**config.mk**
```make
export PLATFORM = sky130hd
export DESIGN_NAME = seee_core
export DESIGN_NICKNAME = d
export VERILOG_FILES = /design/src/seee_pkg.sv /design/src/seee_core.sv
export SDC_FILE = /design/constraint.sdc
export NUM_CORES = 1
export LEC_CHECK = 0
export BUFFER_PORTS_ARGS = -buffer_cell sky130_fd_sc_hd__buf_2
export CAP_MARGIN = 20
export CORE_ASPECT_RATIO = 0.75
export CORE_MARGIN = 2
export CORE_UTILIZATION = 60
export CTS_CLUSTER_SIZE = 25
export DETAILED_ROUTE_END_ITERATION = 7
export GPL_TIMING_DRIVEN = 0
export PLACE_DENSITY = 0.78
export RECOVER_POWER = 50
export SLEW_MARGIN = 5
export SYNTH_ARGS = -nofsm -noshare
export SYNTH_HDL_FRONTEND = slang
export SYNTH_SLANG_ARGS = --single-unit
```
**constraint.sdc**
```tcl
create_clock -name CLK_SYS_I -period 2.44 [get_ports CLK_SYS_I]
set_input_delay 0.488 -clock CLK_SYS_I [delete_from_list [all_inputs] [get_ports CLK_SYS_I]]
set_output_delay 0.488 -clock CLK_SYS_I [all_outputs]
set_load 0.03 [all_outputs]
```
**src/seee_pkg.sv**
```systemverilog
// Constants of the serial EEPROM command logic
package seee_pkg;
    // Opcodes after the start bit
    localparam logic [1:0] OP_EXT = 2'h0;
    localparam logic [1:0] OP_WRITE = 2'h1;
    localparam logic [1:0] OP_READ = 2'h2;
    localparam logic [1:0] OP_ERASE = 2'h3;
    // Extended codes in the two top address bits
    localparam logic [1:0] EXT_LOCK = 2'h0;
    localparam logic [1:0] EXT_FILL = 2'h1;
    localparam logic [1:0] EXT_BULK = 2'h2;
    localparam logic [1:0] EXT_UNLOCK = 2'h3;
    localparam int START_OPC_BITS = 3;
    localparam logic [7:0] ERASED_BYTE = 8'hff;
    // Timing
    localparam int CLK_PERIOD_NS = 100;
    localparam int DESELECT_MIN_TIME_NS = 200;
    localparam int DESELECT_MIN_CYC = (DESELECT_MIN_TIME_NS + CLK_PERIOD_NS - 1) / CLK_PERIOD_NS;
    localparam int PROG_TIME_NS = 5000000;
    localparam int PROG_CYC_DEFAULT = PROG_TIME_NS / CLK_PERIOD_NS;
    typedef enum logic [1:0] {
        ST_IDLE = 2'b00,
        ST_SHIFT = 2'b01,
        ST_BUSY = 2'b10
    } seee_state_t;
endpackage

```
**src/seee_core.sv**
```systemverilog
// Command decoder, erase engine, ready/busy and clock-pulse check of a serial EEPROM
`timescale 1ns/1ps
`default_nettype none

// What this block does
// - An erase of one location sets every bit of it to one, starting when select falls after a well-formed frame.
// - Bulk erase sets the whole array to one after a dummy address, otherwise like a single erase.
// - During a self-timed cycle the serial output shows low while select is high, after the deselect delay.
// - During a self-timed cycle all serial input bits are ignored.
// - After the cycle ends the output shows high while select is high, until select falls or a start bit arrives.
// - Clock edges are counted from the start bit to select falling, and a wrong count aborts a modifying command.
// - The expected count is start plus opcode plus address bits, plus data bits for write and fill.
// - The array starts as all ones.
// - Modifying commands run only after unlock, and lock disables them again.
// - After reset modifying commands are disabled.
// - The serial input is sampled on each rising serial clock edge while select is high, except during a self-timed cycle.
module seee_core
    import seee_pkg::*;
#(
    parameter int ADDR_W = 9,
    parameter int DATA_W = 8,
    parameter int PROG_CYC = PROG_CYC_DEFAULT
) (
    // Clock and reset
    input wire logic CLK_SYS_I,
    input wire logic RESET_I,
    // Serial link
    input wire logic SEL_I,
    input wire logic SCLK_I,
    input wire logic SDI_I,
    output logic SDO_O,
    output logic SDO_OE_O,
    // Status
    output logic BUSY_O,
    output logic PROG_EN_O
);
    localparam int DEPTH = 1 << ADDR_W;
    localparam int CNT_W = 8;
    localparam int TMR_W = 32;
    localparam logic [CNT_W-1:0] N_ERASE = CNT_W'(START_OPC_BITS + ADDR_W);
    localparam logic [CNT_W-1:0] N_WRITE = CNT_W'(START_OPC_BITS + ADDR_W + DATA_W);

    logic [DATA_W-1:0] mem [DEPTH];

    // Input synchronisers
    logic [1:0] sel_sync_ff, clk_sync_ff, din_sync_ff;
    logic clk_prev_ff, sel_prev_ff;
    always_ff @(posedge CLK_SYS_I or posedge RESET_I) begin
        if (RESET_I) begin
            sel_sync_ff <= 2'h0;
            clk_sync_ff <= 2'h0;
            din_sync_ff <= 2'h0;
            clk_prev_ff <= 1'b0;
            sel_prev_ff <= 1'b0;
        end else begin
            sel_sync_ff <= {sel_sync_ff[0], SEL_I};
            clk_sync_ff <= {clk_sync_ff[0], SCLK_I};
            din_sync_ff <= {din_sync_ff[0], SDI_I};
            clk_prev_ff <= clk_sync_ff[1];
            sel_prev_ff <= sel_sync_ff[1];
        end
    end
    wire sel = sel_sync_ff[1];
    wire din = din_sync_ff[1];
    wire clk_rise = clk_sync_ff[1] & ~clk_prev_ff;
    wire sel_fall = sel_prev_ff & ~sel;
    wire sel_rise = sel & ~sel_prev_ff;

    // Sequencer state; busy_ff mirrors the busy state so the port comes from a flop
    seee_state_t state_ff, nxt_state;
    logic busy_ff;
    logic started_ff;
    logic [CNT_W-1:0] cnt_ff;
    logic [ADDR_W+1:0] sreg_ff;
    logic [DATA_W-1:0] dreg_ff;
    logic prog_en_ff;
    logic [TMR_W-1:0] tmr_ff;
    logic [1:0] job_ff;
    logic [ADDR_W-1:0] job_addr_ff;
    logic [DATA_W-1:0] job_data_ff;
    logic [1:0] dsel_ff;
    logic ready_ff;
    logic sdo_ff, sdo_oe_ff;

    // Frame decoding, opcode in the two bits after the start bit
    wire [1:0] opc = sreg_ff[ADDR_W+1:ADDR_W];
    wire [ADDR_W-1:0] addr = sreg_ff[ADDR_W-1:0];
    wire [1:0] ext = sreg_ff[ADDR_W-1:ADDR_W-2];
    wire is_erase = opc == OP_ERASE;
    wire is_write = opc == OP_WRITE;
    wire is_fill = (opc == OP_EXT) && (ext == EXT_FILL);
    wire is_bulk = (opc == OP_EXT) && (ext == EXT_BULK);
    wire is_unlock = (opc == OP_EXT) && (ext == EXT_UNLOCK);
    wire is_lock = (opc == OP_EXT) && (ext == EXT_LOCK);
    wire long_cmd = is_write | is_fill;
    wire [CNT_W-1:0] expect_cnt = long_cmd ? N_WRITE : N_ERASE;
    wire count_ok = cnt_ff == expect_cnt;
    wire modify = is_erase | is_bulk | long_cmd;
    wire launch = (state_ff == ST_SHIFT) && sel_fall && modify && count_ok && prog_en_ff;
    wire tmr_done = tmr_ff == TMR_W'(PROG_CYC - 1);
    wire bit_in = (state_ff != ST_BUSY) && sel && clk_rise;
    wire new_start = (state_ff == ST_IDLE) && bit_in && din;

    always_comb begin
        nxt_state = state_ff;
        case (state_ff)
            ST_IDLE: if (new_start) nxt_state = ST_SHIFT;
            ST_SHIFT: begin
                if (launch) nxt_state = ST_BUSY;
                else if (!sel) nxt_state = ST_IDLE;
            end
            ST_BUSY: if (tmr_done) nxt_state = ST_IDLE;
            default: nxt_state = ST_IDLE;
        endcase
    end

    // Shift and count clock pulses from the start bit
    always_ff @(posedge CLK_SYS_I or posedge RESET_I) begin
        if (RESET_I) begin
            state_ff <= ST_IDLE;
            busy_ff <= 1'b0;
            cnt_ff <= '0;
            sreg_ff <= '0;
            dreg_ff <= '0;
            started_ff <= 1'b0;
        end else begin
            state_ff <= nxt_state;
            busy_ff <= (nxt_state == ST_BUSY);
            // A zero while idle is not a start bit, so leading zeros are skipped
            if (new_start) begin
                cnt_ff <= CNT_W'(1);
                started_ff <= 1'b1;
            end else if (state_ff == ST_SHIFT && bit_in) begin
                if (cnt_ff != '1) cnt_ff <= cnt_ff + CNT_W'(1);
                if (cnt_ff < N_ERASE) sreg_ff <= {sreg_ff[ADDR_W:0], din};
                else dreg_ff <= {dreg_ff[DATA_W-2:0], din};
            end else if (state_ff != ST_SHIFT) begin
                started_ff <= 1'b0;
            end
        end
    end

    // Program enable, cleared by reset
    always_ff @(posedge CLK_SYS_I or posedge RESET_I) begin
        if (RESET_I) prog_en_ff <= 1'b0;
        else if (state_ff == ST_SHIFT && sel_fall && count_ok) begin
            if (is_unlock) prog_en_ff <= 1'b1;
            else if (is_lock) prog_en_ff <= 1'b0;
        end
    end

    // Self-timed cycle
    always_ff @(posedge CLK_SYS_I or posedge RESET_I) begin
        if (RESET_I) begin
            tmr_ff <= '0;
            job_ff <= OP_EXT;
            job_addr_ff <= '0;
            job_data_ff <= '0;
        end else if (launch) begin
            tmr_ff <= '0;
            job_ff <= is_bulk ? EXT_BULK : (is_fill ? EXT_FILL : opc);
            job_addr_ff <= addr;
            job_data_ff <= dreg_ff;
        end else if (state_ff == ST_BUSY && !tmr_done) begin
            tmr_ff <= tmr_ff + TMR_W'(1);
        end
    end

    // Array update at the end of the cycle
    // Nothing is written before the timer expires, so an aborted or reset
    // cycle leaves the array as it was
    wire commit = (state_ff == ST_BUSY) && tmr_done;
    always_ff @(posedge CLK_SYS_I) begin
        if (commit) begin
            for (int i = 0; i < DEPTH; i++) begin
                if (job_ff == EXT_BULK || job_ff == EXT_FILL
                    || ADDR_W'(i) == job_addr_ff) begin
                    if (job_ff == OP_WRITE || job_ff == EXT_FILL) mem[i] <= job_data_ff;
                    else if (job_ff == EXT_BULK || job_ff == OP_ERASE) mem[i] <= '1;
                end
            end
        end
    end

    initial begin
        for (int i = 0; i < DEPTH; i++) mem[i] = {(DATA_W/8){ERASED_BYTE}};
    end

    // Ready/busy on the serial output
    // Busy status only appears once select has been high for the deselect delay, ready status one cycle after select rises,
    // and the output is released whenever select is low
    always_ff @(posedge CLK_SYS_I or posedge RESET_I) begin
        if (RESET_I) begin
            dsel_ff <= '0;
            ready_ff <= 1'b0;
            sdo_ff <= 1'b0;
            sdo_oe_ff <= 1'b0;
        end else begin
            if (!sel) dsel_ff <= '0;
            else if (dsel_ff != 2'(DESELECT_MIN_CYC)) dsel_ff <= dsel_ff + 2'h1;
            if (commit) ready_ff <= 1'b1;
            else if (sel_fall || new_start) ready_ff <= 1'b0;
            if (state_ff == ST_BUSY && sel && dsel_ff == 2'(DESELECT_MIN_CYC)) begin
                sdo_ff <= 1'b0;
                sdo_oe_ff <= 1'b1;
            end else if (ready_ff && sel && !new_start && !sel_rise) begin
                sdo_ff <= 1'b1;
                sdo_oe_ff <= 1'b1;
            end else begin
                sdo_ff <= 1'b0;
                sdo_oe_ff <= 1'b0;
            end
        end
    end

    assign SDO_O = sdo_ff;
    assign SDO_OE_O = sdo_oe_ff;
    assign BUSY_O = busy_ff;
    assign PROG_EN_O = prog_en_ff;
endmodule
`default_nettype wire

```
== After elaboration in Yosys (flattened, before gate mapping) ==
Index checks and enable logic that the tools add are counted.

* Output and inout port bits: 4
* Input port bits: 5
* Register bits: 68
* Logic and storage cells: 100

* Mux-type cells: 20
* $lt $le $gt $ge: 1
* Add/sub/neg operators: 3
* Reductions and logical operators: 36
* Bitwise gates (word level): 10
* Equality and inequality tests: 15

{| class="wikitable"
|+ Operator list
! kind !! number
|-
| two-way mux 32 bit || 2
|-
| adder 32 x 1 -> 32 bit, second input constant || 1
|-
| equality test 32 x 16 -> 1 bit, second input constant || 1
|-
| two-way mux 8 bit || 3
|-
| logical AND 1 bit || 21
|-
| equality test 2 bit, second input constant || 6
|-
| two-way mux 2 bit || 6
|-
| nonzero test 2 bit || 5
|-
| adder 8 x 1 -> 8 bit, second input constant || 1
|-
| equality test 8 x 5 -> 1 bit || 1
|-
| less-than comparator 8 x 4 -> 1 bit, second input constant || 1
|-
| inequality test 8 bit, second input constant || 1
|-
| two-way mux 1 bit || 7
|-
| equality test 2 x 1 -> 1 bit, second input constant || 3
|-
| zero test 2 bit || 3
|-
| case mux 2 bit (3 select lines) || 1
|-
| two-way mux 5 bit || 1
|-
| inequality test 2 bit, second input constant || 2
|-
| inverter 1 bit || 4
|-
| AND reduction 2 bit || 2
|-
| AND 1 bit || 3
|-
| zero test 1 bit || 3
|-
| bitwise OR 1 bit || 3
|-
| AND reduction 3 bit || 1
|-
| 3 further kinds || 3
|}

== Depth between registers and ports, before layout ==
* Depth in word-level cells: 10
* Depth in mapped cells: 8
* Mapped depth without buffers: 6

== Worst setup path before layout ==
No wires, ideal clock.

* Path type: flip-flop to flip-flop
* Start point: register tmr_ff[29]
* End point: register tmr_ff[2]
* Arrival: 2.077 ns
* Clock period less this slack: 2.217 ns
* Path buffers: 2
* Cell stages (with the launch flop): 8
* Required time: 2.300 ns
* Setup slack: 0.223 ns
* Cells stage by stage: dfrtp_1 -> or4_1 -> or4_1 -> buf_6 -> o21ai_4 -> buf_8 -> mux2i_1 -> nor3_2

* Longest elaborated chain between the ends: 4

{| class="wikitable"
|+ RTL lines
! element !! line !! RTL
|-
| start, declared || seee_core.sv:77 || <nowiki>logic [TMR_W-1:0] tmr_ff;</nowiki>
|-
| start signal, assigned || seee_core.sv:165 || <nowiki>tmr_ff <= tmr_ff + TMR_W'(1);</nowiki>
|-
| equality test 32 x 16 -> 1 bit || seee_core.sv:100 || <nowiki>wire tmr_done = tmr_ff == TMR_W'(PROG_CYC - 1);</nowiki>
|-
| zero test 1 bit || seee_core.sv:164 || <nowiki>end else if (state_ff == ST_BUSY && !tmr_done) begin</nowiki>
|-
| logical AND 1 bit || seee_core.sv:164 ||
|-
| nonzero test 2 bit (no line) || -- ||
|}

No other way between the ends.
A chain may end at the register's enable or synchronous reset.

== Worst setup path after layout ==
* Start point: register tmr_ff[30]
* End point: register tmr_ff[2]

Same word-level chain as after synthesis.

==> flow_summary.toml <==
[yosys]
ys_async_sr_fraction_pct = 100
synth_ff_type = "dfrtp_1"
postSynthCellCount = 303
syn_nets = 312
ys_types = 43
yosysTopAreaCell = "dfrtp_1"
yosys_warnings = 0
seq_area_frac_synth_pct = 52.6
netlist_area_sq_um = 3230
synth_edf_count = 0
postSynthAreaPerCell_sq_um = 10.7
synth-seq-cells = 68
synth.area.top_cells = "dfrtp_1, xor2_1, nor2_1"
synth_top_area_share_pct = 52.6

[min_path]
hold_class = "in2reg"
hp-start = "SEL_I"

[critical_path]
crit_path_top_delay_cell = "or4_1"
cp-end-kind = "flip-flop"
critPathLaunch = "tmr_ff[30]"
crit_fanout = 10
path_class = "reg2reg"
crit_path_start_kind = "flip-flop"
cpPeakStageDelay_ns = 0.55
r2r_start = "tmr_ff[30]"
worstPathRequired_ns = 2.67
arrival_ns = 2.59
crit_chain = "or4b_1 -> or4_1 -> buf_6 -> o21ai_4 -> buf_8 -> mux2i_1 -> nor3_2"

[clock_tree]
htreeDepth = 3
clock-sinks = 68
cts_setup_buffers = 0
cts_hold_buf = 0
numCtsBuffers = 9
clockBufferDepth = 2
cts_tree = "built"
clk_pin_slew_worst_paths_ns = 0.07
clock-root-buffer = "clkbuf_8"
clkLatencyLatePin_ns = 0.35

[detailed_routing]
routedWlPerCell_um = 15.9
vias = 2368
drc_errors = 0
dr.pass1.iters = 5
ant_nets = 0
avgViaCountPerCell = 5.88
wl_um = 6420
dr.first_iter.drc_count = 206

[sta]
period_share_pct = 96.7
fin_skew_ns = 0.00702
hold_viol_final = 0
max_freq_ghz = 0.424
worst_pin_slew_ns = 1.40
relSlewSlack_pct = 6.69
slew_viol_final = 0
tns_ns = 0
min_period_ns = 2.36
rsz0062_at_grt = "no"
setup_viol = 0

[floorplanning]
initial_core_util_pct = 61.4
core.rowCount = 23
die_area_sq_um = 6000
pin_count = 9
die_w_um = 88.8
core_area_sq_um = 5270
die_h_um = 67.6

[global_routing]
grt_overflow = 0
grt_util_all_layers_pct = 24.9
grt_max_degree = 69
grt_pass1_vias = 2283
antenna_found_initial = 0
grt_pass1_wl_um = 11100

[place]
hpwl_um = 4310
place_congestion = 0.864
port_buffers = 8
post_dp_cell_area_sq_um = 3380

[cells_and_area]
fillers = 406
seqCellArea_sq_um = 1700
syn2layout_area_growth_pct = 11.5
multi_input_area_sq_um = 1460
layout_commonest_cell = "dfrtp_1"
nets = 332
design_area_sq_um = 3610
diodes = 0
finish.utilization_pct = 68.5
final_layout_size_suffix_gt1_share_pct = 15.5
final_cell_mix = "dfrtp_1, nor2_1, xor2_1, nand4_1, nand2_1"

[power]
power_density_nw_per_um2 = 643
p_leak_nw = 1.70
vdd_drop_max_uv = 424

[status]
status = "completed"

[flow_run]
drv_cap = 0
==> flip-flops by register name (all words and copies together), names as in the netlist, 2 cells and up <==
name	count
din_sync_ff	2
sel_sync_ff	2
sreg_ff	11
dsel_ff	2
tmr_ff	32
clk_sync_ff	2
cnt_ff	8
state_ff	2
==> critical path, delay by kind of cell (launching register included) <==
family / cells / cell delay [ns]
and+or+nand+nor: 3 / 1.14
DFF: 1 / 0.42
buffers and inverters: 2 / 0.31
muxes: 1 / 0.23
AOI/OAI and AO/OA: 1 / 0.14
==> metrics by stage <==
step	std cells	setup WS, ns	hold slack, ns	power, mW
final	403	0.0796	0.235	2.32
after CTS	403	0.0755	0.230	2.33
after global placement	386	-0.507	0.335	1.32
after global routing	403	0.0127	0.228	2.41
after floorplan	303	0.223	0.331	1.30
after detailed placement	387	-0.0598	0.341	1.33
==> cell type report <==
class                   instances  share of cell area [%]
plain buffers                  10                    1.70
clock buffers                  10                    3.54
multi-input cells             218                    40.5
clock inverters                 6                    2.46
repair buffers                  9                    1.25
flip-flops and latches         68                    47.2
well taps                      75                    2.60
inverters                       7                   0.729
==> cells by family after synthesis <==
kind of cell	synth area share, %
multiplexers	4.76
adder cells (fa/ha/maj)	1.55
AND/OR/NAND/NOR	22.5
flip-flops	52.6
buffers and inverters	2.55
XOR/XNOR	9.48
AO/OA/AOI/OAI	6.58
==> power breakdown <==
part           switching, mW  internal [mW]  total (mW)
Clock                  0.441          0.575        1.02
Combinational         0.0680         0.0446       0.113
Sequential            0.0308           1.16        1.19
Total                  0.540           1.78        2.32
==> metal layers <==
metal / share of wire (%) / GRT usage, %
met3: 5.7 / 6.85
met4: 1.9 / 10.4
met2: 45 / 37.4
met5: 0 / 0
met1: 48 / 34.3
==> path summary, 6_finish.rpt <==
path	slack, ns	depth (start not counted)	to
hold reg to reg	0.36	0	sel_sync_ff[1]
setup reg to reg	0.08	7	tmr_ff[2]
hold / removal	0.24	1	sel_sync_ff[0]
min in group asynchronous	0.51	2	sreg_ff[4]
setup / recovery	0.08	7	tmr_ff[2]
max in group asynchronous	1.05	2	cnt_ff[7]
==> cells in the mapped netlist (2+ instances only) <==
cell type / instances
or4_2: 2
mux2i_1: 3
nor2b_1: 4
and4_1: 4
mux2_2: 11
o31ai_1: 4
nand3_1: 9
o21ai_0: 5
inv_1: 7
and2_1: 4
xnor2_1: 3
xor2_1: 32
nor2_1: 47
a21oi_1: 8
nand4_1: 23
nor4_1: 6
dfrtp_1: 68
nand2_1: 13
nand2b_1: 2
clkbuf_1: 8
and3_1: 6
or4_1: 3
nor3b_1: 2
ha_1: 4
o211ai_1: 7
==> timing repair <==
item                                    in CTS  in global routing
gates cloned                                 0                  0
resized for setup                            1                  9
endpoints found under the setup margin      22                 30
No activity file was read; power rests on OpenSTA's default activity.
